## src/inc/esiu_pkg.sv

```systemverilog
// Package for the extended stack instruction unit: opcodes, field layout and shared types.
package esiu_pkg;
	localparam int ADDR_W = 12;
	localparam int PC_W = 21;
	localparam logic [7:0] OP_ADD = 8'hE8;
	localparam logic [7:0] OP_SUB = 8'hE9;
	localparam logic [7:0] OP_PUSH = 8'hFA;
	localparam logic [7:0] OP_PUSH_ALT = 8'hEA;
	localparam logic [7:0] OP_MOVE = 8'hEB;
	localparam logic [15:0] OP_CALL_IND = 16'h0014;
	localparam logic [3:0] SECOND_WORD_TAG = 4'hF;
	localparam logic [1:0] SEL_FRAME_RET = 2'h3;
	localparam logic [1:0] SEL_FRAME = 2'h2;
	localparam logic [7:0] INDEX_LIMIT = 8'h5F;
	localparam int MOVE_SEL_BIT = 7;
	localparam logic [7:0] ZERO_BYTE = 8'h00;
	localparam logic [ADDR_W-1:0] PTR_ONE = 12'h001;
	localparam logic [ADDR_W-1:0] PC_LOW_ADDR = 12'hFF9;
	localparam logic [ADDR_W-1:0] TOS_LOW_ADDR = 12'hFFD;
	localparam logic [ADDR_W-1:0] TOS_UP_ADDR = 12'hFFF;
	localparam logic [PC_W-1:0] PC_STEP = 21'h000002;

	typedef enum {ESIU_IDLE, ESIU_RET_WAIT, ESIU_CALL_WAIT, ESIU_MOVE_WORD2} esiu_state_t;

	typedef struct packed {
		logic we;
		logic [ADDR_W-1:0] addr;
		logic [7:0] wdata;
	} esiu_dwr_t;

	typedef struct packed {
		logic push;
		logic [PC_W-1:0] push_val;
		logic pop;
	} esiu_stack_t;
endpackage

```

## src/core/esiu_indirect_check.sv

```systemverilog
`timescale 1ns/1ps
// Flags addresses that fall on indirect-access or protected special registers.
module esiu_indirect_check #(
	parameter logic [11:0] INDIRECT_LO = 12'hFDB, // First indirect-access register.
	parameter logic [11:0] INDIRECT_HI = 12'hFEF  // Last indirect-access register.
) (
	input wire logic [11:0] i_addr, // Data address to classify.
	output logic o_indirect,        // Address is an indirect-access register.
	output logic o_protected        // Address is counter low or a return stack top byte.
);
	always_comb begin
		o_indirect = (i_addr >= INDIRECT_LO) && (i_addr <= INDIRECT_HI);
		o_protected = (i_addr == esiu_pkg::PC_LOW_ADDR) ||
			((i_addr >= esiu_pkg::TOS_LOW_ADDR) && (i_addr <= esiu_pkg::TOS_UP_ADDR));
	end
endmodule

```

## src/core/esiu_core.sv

```systemverilog
`timescale 1ns/1ps
// Decode and execute logic for the eight extension instructions.
module esiu_core #(
	parameter int PTR_COUNT = 3 // Number of file-select pointers.
) (
	input wire logic i_ref_clk,                      // Core instruction clock.
	input wire logic i_resetn,                       // Synchronous reset, active low.
	input wire logic i_ce,                           // Clock enable; low freezes all state.
	input wire logic i_extension_enable_fuse,        // Configuration fuse, from a pin.
	input wire logic i_instr_valid,                  // Instruction word is present.
	input wire logic [15:0] i_instr,                 // Fetched instruction word.
	input wire logic [7:0] i_working_register,       // Working register value.
	input wire logic [7:0] i_counter_latch_high,     // Counter latch high byte.
	input wire logic [7:0] i_counter_latch_upper,    // Counter latch upper byte.
	input wire logic [esiu_pkg::PC_W-1:0] i_pc,      // Address of current instruction.
	input wire logic [esiu_pkg::PC_W-1:0] i_return_stack_top, // Return stack top.
	input wire logic [7:0] i_rdata,                  // Data memory read data.
	input wire logic i_access_bit,                   // Access-bank bit of a standard instruction.
	input wire logic [7:0] i_file_arg,               // File argument of a standard instruction.
	output logic o_ext_taken,                        // Word was consumed as an extension opcode.
	output logic o_busy,                             // Second cycle in progress.
	output logic [esiu_pkg::ADDR_W-1:0] o_raddr,     // Data memory read address.
	output esiu_pkg::esiu_dwr_t o_dwr,               // Data memory write.
	output esiu_pkg::esiu_stack_t o_stack,           // Return stack request.
	output logic o_pc_load,                          // Load the program counter.
	output logic [esiu_pkg::PC_W-1:0] o_pc_value,    // New program counter.
	output logic o_indexed_mode,                     // Standard file argument is frame-relative.
	output logic [esiu_pkg::ADDR_W-1:0] o_indexed_addr, // Frame-relative address for standard set.
	output logic [esiu_pkg::ADDR_W-1:0] o_stack_frame_pointer, // Frame pointer value.
	output logic [esiu_pkg::ADDR_W*PTR_COUNT-1:0] o_file_select_pointer // All pointers.
);
	localparam int ADDR_W = esiu_pkg::ADDR_W;

	logic fuse_meta;
	logic fuse;
	esiu_pkg::esiu_state_t state;
	logic [ADDR_W-1:0] ptr [PTR_COUNT];
	logic [7:0] op_hi;
	logic [1:0] sel;
	logic [ADDR_W-1:0] lit6;
	logic [ADDR_W-1:0] src_addr;
	logic [ADDR_W-1:0] dst_addr;
	logic dst_indirect;
	logic dst_protected;
	logic src_indirect;
	logic move_indexed;
	logic is_add;
	logic is_sub;
	logic is_push;
	logic is_move;
	logic is_call;
	logic word2_ok;

	// The fuse is a pin level, so it is synchronised before any decode uses it.
	always_ff @(posedge i_ref_clk) begin
		if (!i_resetn) begin
			fuse_meta <= 1'b0;
			fuse <= 1'b0;
		end else if (i_ce) begin
			fuse_meta <= i_extension_enable_fuse;
			fuse <= fuse_meta;
		end
	end

	always_comb begin
		op_hi = i_instr[15:8];
		sel = i_instr[7:6];
		lit6 = {6'h00, i_instr[5:0]};
		is_add = fuse && i_instr_valid && (state == esiu_pkg::ESIU_IDLE) && (op_hi == esiu_pkg::OP_ADD);
		is_sub = fuse && i_instr_valid && (state == esiu_pkg::ESIU_IDLE) && (op_hi == esiu_pkg::OP_SUB);
		// Both printed push encodings are accepted; they do not collide with other extension opcodes.
		is_push = fuse && i_instr_valid && (state == esiu_pkg::ESIU_IDLE) &&
			((op_hi == esiu_pkg::OP_PUSH) || (op_hi == esiu_pkg::OP_PUSH_ALT));
		is_move = fuse && i_instr_valid && (state == esiu_pkg::ESIU_IDLE) && (op_hi == esiu_pkg::OP_MOVE);
		is_call = fuse && i_instr_valid && (state == esiu_pkg::ESIU_IDLE) && (i_instr == esiu_pkg::OP_CALL_IND);
		word2_ok = i_instr_valid && (i_instr[15:12] == esiu_pkg::SECOND_WORD_TAG);
		src_addr = ptr[esiu_pkg::SEL_FRAME] + {5'h00, i_instr[6:0]};
		dst_addr = move_indexed ? ptr[esiu_pkg::SEL_FRAME] + {5'h00, i_instr[6:0]} : i_instr[11:0];
	end

	esiu_indirect_check u_src_check (
		.i_addr(o_raddr),
		.o_indirect(src_indirect),
		.o_protected()
	);

	esiu_indirect_check u_dst_check (
		.i_addr(dst_addr),
		.o_indirect(dst_indirect),
		.o_protected(dst_protected)
	);

	always_ff @(posedge i_ref_clk) begin
		if (!i_resetn) begin
			state <= esiu_pkg::ESIU_IDLE;
		end else if (i_ce) begin
			case (state)
				esiu_pkg::ESIU_IDLE: begin
					if ((is_add || is_sub) && sel == esiu_pkg::SEL_FRAME_RET) begin
						state <= esiu_pkg::ESIU_RET_WAIT;
					end else if (is_call) begin
						state <= esiu_pkg::ESIU_CALL_WAIT;
					end else if (is_move) begin
						state <= esiu_pkg::ESIU_MOVE_WORD2;
					end
				end
				esiu_pkg::ESIU_MOVE_WORD2: begin
					if (i_instr_valid) begin
						state <= esiu_pkg::ESIU_IDLE;
					end
				end
				default: begin
					state <= esiu_pkg::ESIU_IDLE;
				end
			endcase
		end
	end

	// Pointer arithmetic wraps at the pointer width and never reaches a status flag.
	genvar gi;
	generate
		for (gi = 0; gi < PTR_COUNT; gi++) begin : g_ptr
			always_ff @(posedge i_ref_clk) begin
				if (!i_resetn) begin
					ptr[gi] <= '0;
				end else if (i_ce) begin
					if (is_add && (sel == 2'(gi) || (sel == esiu_pkg::SEL_FRAME_RET && gi == esiu_pkg::SEL_FRAME))) begin
						ptr[gi] <= ptr[gi] + lit6;
					end else if (is_sub && (sel == 2'(gi) ||
						(sel == esiu_pkg::SEL_FRAME_RET && gi == esiu_pkg::SEL_FRAME))) begin
						ptr[gi] <= ptr[gi] - lit6;
					end else if (is_push && gi == esiu_pkg::SEL_FRAME) begin
						ptr[gi] <= ptr[gi] - esiu_pkg::PTR_ONE;
					end
				end
			end
			assign o_file_select_pointer[gi*ADDR_W +: ADDR_W] = ptr[gi];
		end
	endgenerate

	// Source address and move kind are held for the second word.
	always_ff @(posedge i_ref_clk) begin
		if (!i_resetn) begin
			o_raddr <= '0;
			move_indexed <= 1'b0;
		end else if (i_ce && is_move) begin
			o_raddr <= src_addr;
			move_indexed <= i_instr[esiu_pkg::MOVE_SEL_BIT];
		end
	end

	// Data memory writes; a move whose second word is malformed or whose target is forbidden writes nothing.
	always_ff @(posedge i_ref_clk) begin
		if (!i_resetn) begin
			o_dwr <= '0;
		end else if (i_ce) begin
			o_dwr.we <= 1'b0;
			if (is_push) begin
				o_dwr.we <= 1'b1;
				o_dwr.addr <= ptr[esiu_pkg::SEL_FRAME];
				o_dwr.wdata <= i_instr[7:0];
			end else if (state == esiu_pkg::ESIU_MOVE_WORD2 && word2_ok) begin
				o_dwr.we <= !(move_indexed && dst_indirect) && !dst_protected;
				o_dwr.addr <= dst_addr;
				o_dwr.wdata <= src_indirect ? esiu_pkg::ZERO_BYTE : i_rdata;
			end
		end
	end

	always_ff @(posedge i_ref_clk) begin
		if (!i_resetn) begin
			o_stack <= '0;
			o_pc_load <= 1'b0;
			o_pc_value <= '0;
		end else if (i_ce) begin
			o_stack.push <= 1'b0;
			o_stack.pop <= 1'b0;
			o_pc_load <= 1'b0;
			if ((is_add || is_sub) && sel == esiu_pkg::SEL_FRAME_RET) begin
				o_stack.pop <= 1'b1;
				o_pc_load <= 1'b1;
				o_pc_value <= i_return_stack_top;
			end else if (is_call) begin
				o_stack.push <= 1'b1;
				o_stack.push_val <= i_pc + esiu_pkg::PC_STEP;
				o_pc_load <= 1'b1;
				o_pc_value <= {i_counter_latch_upper[4:0], i_counter_latch_high, i_working_register};
			end
		end
	end

	always_comb begin
		o_ext_taken = is_add || is_sub || is_push || is_move || is_call ||
			(state == esiu_pkg::ESIU_MOVE_WORD2 && i_instr_valid);
		o_busy = (state != esiu_pkg::ESIU_IDLE);
		o_indexed_mode = fuse && !i_access_bit && (i_file_arg <= esiu_pkg::INDEX_LIMIT);
		o_indexed_addr = ptr[esiu_pkg::SEL_FRAME] + {4'h0, i_file_arg};
		o_stack_frame_pointer = ptr[esiu_pkg::SEL_FRAME];
	end

	a_fuse_gate: assert property (@(posedge i_ref_clk) disable iff (!i_resetn)
		!fuse |-> !o_ext_taken && !o_indexed_mode) else $error("extension used with fuse clear");
	a_add_ptr: assert property (@(posedge i_ref_clk) disable iff (!i_resetn)
		(i_ce && is_add && sel == 2'h0) |=> ptr[0] == $past(ptr[0]) + $past(lit6)) else $error("add wrong");
	a_sub_ptr: assert property (@(posedge i_ref_clk) disable iff (!i_resetn)
		(i_ce && is_sub && sel == 2'h1) |=> ptr[1] == $past(ptr[1]) - $past(lit6)) else $error("sub wrong");
	a_ret_frame: assert property (@(posedge i_ref_clk) disable iff (!i_resetn)
		(i_ce && is_add && sel == esiu_pkg::SEL_FRAME_RET) |=> o_pc_load && o_stack.pop && o_busy)
		else $error("add-and-return missing");
	a_ret_two: assert property (@(posedge i_ref_clk) disable iff (!i_resetn)
		(i_ce && state == esiu_pkg::ESIU_RET_WAIT) |-> !o_ext_taken ##1 !o_busy || !i_ce)
		else $error("return not two cycles");
	a_call_push: assert property (@(posedge i_ref_clk) disable iff (!i_resetn)
		(i_ce && is_call) |=> o_stack.push && o_stack.push_val == $past(i_pc) + esiu_pkg::PC_STEP)
		else $error("call push wrong");
	a_push_write: assert property (@(posedge i_ref_clk) disable iff (!i_resetn)
		(i_ce && is_push) |=> o_dwr.we && o_dwr.addr == $past(ptr[esiu_pkg::SEL_FRAME]) &&
		ptr[esiu_pkg::SEL_FRAME] == o_dwr.addr - esiu_pkg::PTR_ONE) else $error("push wrong");
	a_src_zero: assert property (@(posedge i_ref_clk) disable iff (!i_resetn)
		(i_ce && state == esiu_pkg::ESIU_MOVE_WORD2 && word2_ok && src_indirect) |=> o_dwr.wdata == esiu_pkg::ZERO_BYTE)
		else $error("indirect source not zero");
	a_dst_nop: assert property (@(posedge i_ref_clk) disable iff (!i_resetn)
		(i_ce && state == esiu_pkg::ESIU_MOVE_WORD2 && move_indexed && dst_indirect) |=> !o_dwr.we)
		else $error("indirect destination written");
	a_sub_ret: assert property (@(posedge i_ref_clk) disable iff (!i_resetn)
		(i_ce && is_sub && sel == esiu_pkg::SEL_FRAME_RET) |=> o_pc_load && o_stack.pop && o_busy)
		else $error("subtract-and-return missing");
	a_call_idle: assert property (@(posedge i_ref_clk) disable iff (!i_resetn)
		(i_ce && state == esiu_pkg::ESIU_CALL_WAIT) |-> !o_ext_taken ##1 !o_busy || !i_ce)
		else $error("call not two cycles");
	a_prot_nop: assert property (@(posedge i_ref_clk) disable iff (!i_resetn)
		(i_ce && state == esiu_pkg::ESIU_MOVE_WORD2 && dst_protected) |=> !o_dwr.we)
		else $error("protected destination written");
	a_move_src: assert property (@(posedge i_ref_clk) disable iff (!i_resetn)
		(i_ce && is_move) |=> o_raddr == $past(src_addr) && o_busy)
		else $error("move source address wrong");
endmodule

```

## config.mk

```make
export PLATFORM = sky130hd
export DESIGN_NAME = esiu_core
export DESIGN_NICKNAME = d
export VERILOG_FILES = /design/src/inc/esiu_pkg.sv /design/src/core/esiu_indirect_check.sv /design/src/core/esiu_core.sv
export SDC_FILE = /design/constraint.sdc
export NUM_CORES = 1
export LEC_CHECK = 0
export BUFFER_PORTS_ARGS = -buffer_cell sky130_fd_sc_hd__buf_2
export CELL_PAD_IN_SITES_DETAIL_PLACEMENT = 1
export CELL_PAD_IN_SITES_GLOBAL_PLACEMENT = 2
export CORE_MARGIN = 2
export CORE_UTILIZATION = 33
export DETAILED_ROUTE_END_ITERATION = 16
export HOLD_SLACK_MARGIN = 0.1
export PLACE_DENSITY = 0.95
export SYNTH_ARGS = -nofsm -noshare
export SYNTH_HDL_FRONTEND = slang
export SYNTH_SLANG_ARGS = --single-unit
```

## constraint.sdc

```tcl
create_clock -name i_ref_clk -period 9.4 [get_ports i_ref_clk]
set_input_delay 0 -clock i_ref_clk [delete_from_list [all_inputs] [get_ports i_ref_clk]]
set_output_delay 0 -clock i_ref_clk [all_outputs]
set_load 0.02 [all_outputs]
```

## Word level (Yosys, flattened, before mapping)

Memory sizes are Yosys's and may differ from the RTL's.
Cells that the tools add are included.

| word-level totals | value |
|---|---|
| flip-flop bits (word level) | 113 |
| RAM bits | 36 |
| input bits | 104 |
| memories kept | 1 |

| operators by class | value |
|---|---|
| add/sub/neg operators | 10 |
| order comparisons | 7 |
| equal/unequal tests | 15 |
| muxes and demuxes | 57 |
| bitwise operators | 8 |
| reductions and logical operators | 46 |

Memory list:

| name | words | bits a word | rd ports | clocked after Yosys merged registers in | wr ports | RTL line | text |
|---|---|---|---|---|---|---|---|
| ptr | 3 | 12 | 3 | 0 | 3 | esiu_core.sv:37 | `logic [ADDR_W-1:0] ptr [PTR_COUNT];` |

Operator list:

| kind | count |
|---|---|
| $mux 32 | 4 |
| $mux 12 | 8 |
| $mux 21 | 4 |
| $logic_not 32->1 | 2 |
| $pmux 32 s2 | 1 |
| $mux 22 | 2 |
| $eq 8x8->1 const B | 5 |
| $mux 1 | 37 |
| $add 12x6->12 | 3 |
| $ge 12x12->1 const B | 3 |
| $le 12x12->1 const B | 3 |
| $sub 12x6->12 | 3 |
| $eq 32x2->1 const B | 1 |
| $eq 32x3->1 const B | 1 |
| $reduce_bool 32->1 | 1 |
| $logic_and 1x1->1 | 25 |
| $add 21x2->21 const B | 1 |
| $eq 16x5->1 const B | 1 |
| $add 12x7->12 | 1 |
| $add 12x8->12 | 1 |
| $eq 12x12->1 const B | 1 |
| $sub 12x1->12 const B | 1 |
| $le 8x7->1 const B | 1 |
| $logic_or 1x1->1 | 8 |
| other kinds (13) | 25 |

## Longest topological paths before layout

| logic depth | value |
|---|---|
| depth after elaboration | 11 |
| mapped depth | 17 |

## By module

A second synthesis with hierarchy kept.

| unflattened totals | value |
|---|---|
| cells, all modules | 983 |
| area, all modules | 8,585.7 um^2 |

By module, submodules not included:

| module | instances | cells each | area each (um^2) | sequential area each (um^2) |
|---|---|---|---|---|
| esiu_core | 1 | 963 | 8,458.1 | 2,742.6 |
| esiu_indirect_check | 2 | 10 | 63.8 | 0.0 |

## Least setup slack after synthesis

Ideal clock, no wire load.

| timing path | value |
|---|---|
| path type | register to register |
| from | reg state[0] |
| to | mem ptr[2][11] (data pin) |
| arrival | 2,911 ps |
| data required time | 9,134 ps |
| setup slack | 6,223 ps |
| stages on the path, launching flop included | 16 |
| cell sequence | dfxtp_1 -> or3_4 -> nor3_4 -> nand3_1 -> nor2_1 -> a21oi_1 -> inv_1 -> nand2_1 -> ha_1 -> nor2b_1 -> o21a_1 -> o21ai_0 -> a211oi_1 -> o31ai_1 -> xnor2_1 -> nor2_1 |

RTL lines:

| what | RTL line | text |
|---|---|---|
| start: declaration | esiu_core.sv:36 | `esiu_pkg::esiu_state_t state;` |
| start signal: assignment | esiu_core.sv:95 | `state <= esiu_pkg::ESIU_IDLE;` |
| start signal: assignment | esiu_core.sv:100 | `state <= esiu_pkg::ESIU_RET_WAIT;` |
| start signal: assignment | esiu_core.sv:102 | `state <= esiu_pkg::ESIU_CALL_WAIT;` |
| end: declaration | esiu_core.sv:37 |  |

==> summary.md <==
| Metric | Value |
|---|---|
| Status | `complete, no violations` |
| Final setup fails | `0` |
| Worst path arrival time | `3920 ps` |
| Synth Instances | `975` |
| H-tree depth | `4` |
| GRT met2 Usage | `38.62%` |
| Avg Cell Area, Syn | `8.644 um^2` |
| Port Buffer Count | `241` |
| Tmin final | `3786 ps` |
| Seq/Total Area, Yosys | `32.54%` |
| Syn nets | `1138` |
| Layout cells sized above 1 | `24.12%` |
| Worst-path cell chain | `or3_4 > nor3_4 > nand3_1 > nor2_1 > a21oi_1 > inv_1 > nand2_1 > ha_1 > nor2b_1 > o21a_1 > o21ai_0 > a211oi_1 > o31ai_1 > xnor2_1 > nor2_1` |
| Max cap viols | `0` |
| Cell Area, Synth | `8428 um^2` |
| Synth warn | `0` |
| Num CTS Buffers | `17` |
| Clock Root Buffer | `clkbuf_16` |
| Crit-path slowest cell | `or3_4` |
| Leak Pwr | `0.005228 uW` |
| Vias in the first global route | `9062` |
| Worst-Skew Late Latency | `420 ps` |
| Initial core utilization | `33.57%` |
| CTS tree | `built` |
| Max Slew Vio Count | `0` |
| GR Util met3 | `4.773%` |
| Largest net degree at the start of global routing | `91` |
| Die W | `163.8 um` |
| I/O pin cnt | `245` |
| Routed len/inst | `18.94 um` |
| Hold Crit Class | `in2reg` |
| DRT iter0 DRCs | `418` |
| Worst Tran Pin Value | `1227 ps` |
| Routed Antenna Nets | `0` |
| Post-CTS Resized | `0` |
| CTS Buffer Depth | `2` |
| Global route total overflow | `0` |
| DRT Pass-1 Iters | `5` |
| PD cells | `131.1 nW/um^2` |
| # DRC | `0` |
| Async set or reset register ratio after synthesis | `0%` |
| Total negative setup slack | `0 ps` |
| Initial antenna violation count | `1` |
| Unique masters post-synth | `67` |
| CP Max Fanout | `8` |
| Clk sinks | `119` |
| Multi-input combinational cell area | `5201 um^2` |
| CP max stage delay | `430 ps` |
| Die area | `26830 um^2` |
| Count of flip-flops with a built-in enable after synthesis | `36` |
| First-pass GRT wire length | `48.02 mm` |
| CP Data Required Time | `9530 ps` |
| Met1 GRT Util | `27.50%` |
| Tcrit/Tclk final | `40.28%` |
| Post-CTS setup buffers | `0` |
| Clock Skews | `15.95 ps` |
| Most Crowded Layer GR | `met2` |
| Main synth FF type | `dfxtp_1` |
| CP Class | `reg2reg` |
| Reg clk slew, reported paths | `60 ps` |
| Cts hold-fix bufs | `85` |
| Yosys reg bits | `119` |
| Commonest non-fill, non-tap cell in the layout | `buf_2` |
| Total Routing Usage GR | `22.65%` |
| Peak supply drop | `0.09984 mV` |
| Endpoint class of the critical path | `flip-flop` |
| Unrepaired setup endpoints after global routing | `false` |
| Most used cell, CP | `nor2_1` |
| FF+latch area | `2743 um^2` |
| Fillcell total | `3024` |
| Critical Path Start Type | `flip-flop` |
| Final hold violations | `0` |
| Min Hold Slack | `124.7 ps` |
| Via density | `5.347` |
| Commonest non-fill, non-tap cells in the layout | `buf_2 (241), nand2_1 (138), dlygate4sd3_1 (85)` |
| Dpl hpwl | `20.38 mm` |
| Slew headroom | `18.11%` |
| Die height | `163.8 um` |
| Fmax | `264.1 MHz` |
| Area growth syn-to-layout | `33.15%` |
| Core ar. | `25110 um^2` |
| Cell Rows | `58` |
| NumNets Final | `1431` |
| DR vias | `8630` |
| Routability congestion estimate | `0.8090` |
| Post-Route WL | `30.57 mm` |
## worst max-delay path: cells and delay by family, from the launching register on
kind	cells	cell delay (ps)
simple gates	7	1530
xor+xnor	1	160
compound gates	5	1150
flops	1	330
buf+inv	1	60
fa+ha+maj	1	270
## layout make-up
class / instances / area share (%)
Multi-Input combinational cell: 757 / 46.35
Sequential cell: 119 / 24.44
Timing Repair Buffer: 332 / 18.73
Clock buffer: 21 / 4.203
Tap cell: 330 / 3.679
Inverter: 41 / 1.371
Clock inverter: 11 / 1.160
Antenna cell: 3 / 0.06690
## kinds of logic after synthesis
| logic type | synth area share (%) |
|---|---|
| and+or+nand+nor | 20.00 |
| muxes | 3.979 |
| adders and majority gates | 9.382 |
| DFF | 32.54 |
| xor gates and xnor gates | 5.819 |
| buffers and inverters | 5.849 |
| AOI/OAI and AO/OA | 22.43 |
## sequential cells by signal (all words and copies together) (netlist names)
name	cells
o_raddr	12
state	2
o_dwr	21
fuse	1
fuse_meta	1
o_pc_value	21
move_indexed	1
o_stack	23
o_pc_load	1
ptr	36
## final timing paths
check                     start             to  cells after the start  slack (ps)
setup reg to reg       state[0]     ptr[2][11]                     15        5610
setup / recovery       state[0]     ptr[2][11]                     15        5610
hold reg to reg   o_pc_value[6]  o_pc_value[6]                      2         460
hold / removal             i_ce       state[1]                      3         120
## power breakdown
| group | switching (uW) | total [uW] | internal (uW) | leakage [uW] |
|---|---|---|---|---|
| sequential | 10.3 | 544 | 534 | 0.00104 |
| clock | 264 | 681 | 418 | 0.000295 |
| combinational | 137 | 246 | 108 | 0.00389 |
| total | 411 | 1470 | 1060 | 0.00523 |
## per-layer routing
layer	vias to the layer above	part of all wire (%)
met4	0	3.6
met5	-	0
met2	254	49
li1	4056	-
met1	4253	43
met3	67	4.7
## per-stage QoR
stage | cells | util [%] | setup slack, ps | power, uW | area [um^2]
final | 1614 | 44.69 | 5614 | 1471 | 11220
after floorplan | 975 | - | 6223 | 690.3 | 8428
after global placement | 1494 | 38.88 | 5744 | 762.6 | 9762
after global routing | 1612 | 44.67 | 5306 | 1529 | 11220
after detailed placement | 1494 | 38.88 | 5658 | 768.5 | 9762
after CTS | 1611 | 44.66 | 5632 | 1481 | 11210
## cell usage after synthesis (10+ instances only)
| master | number | area [um^2] |
|---|---|---|
| nand2_1 | 138 | 518.0 |
| o211a_1 | 35 | 350.3 |
| nand2b_1 | 12 | 75.07 |
| nand3_1 | 26 | 130.1 |
| xor2_1 | 29 | 254.0 |
| a21oi_1 | 53 | 265.3 |
| a21o_1 | 11 | 82.58 |
| ha_1 | 52 | 650.6 |
| mux2i_1 | 11 | 110.1 |
| nor2b_1 | 26 | 162.7 |
| a21boi_2 | 17 | 191.4 |
| o21a_1 | 14 | 105.1 |
| a21boi_0 | 16 | 120.1 |
| clkbuf_1 | 27 | 101.4 |
| dfxtp_1 | 83 | 1662 |
| mux2_1 | 17 | 191.4 |
| edfxtp_1 | 36 | 1081 |
| nor3_1 | 23 | 115.1 |
| a22oi_1 | 10 | 75.07 |
| xnor2_1 | 27 | 236.5 |
| inv_1 | 41 | 153.9 |
| o21ai_0 | 45 | 225.2 |
| buf_4 | 18 | 135.1 |
| nor2_1 | 68 | 255.2 |
(Power assumes the default switching activity.)
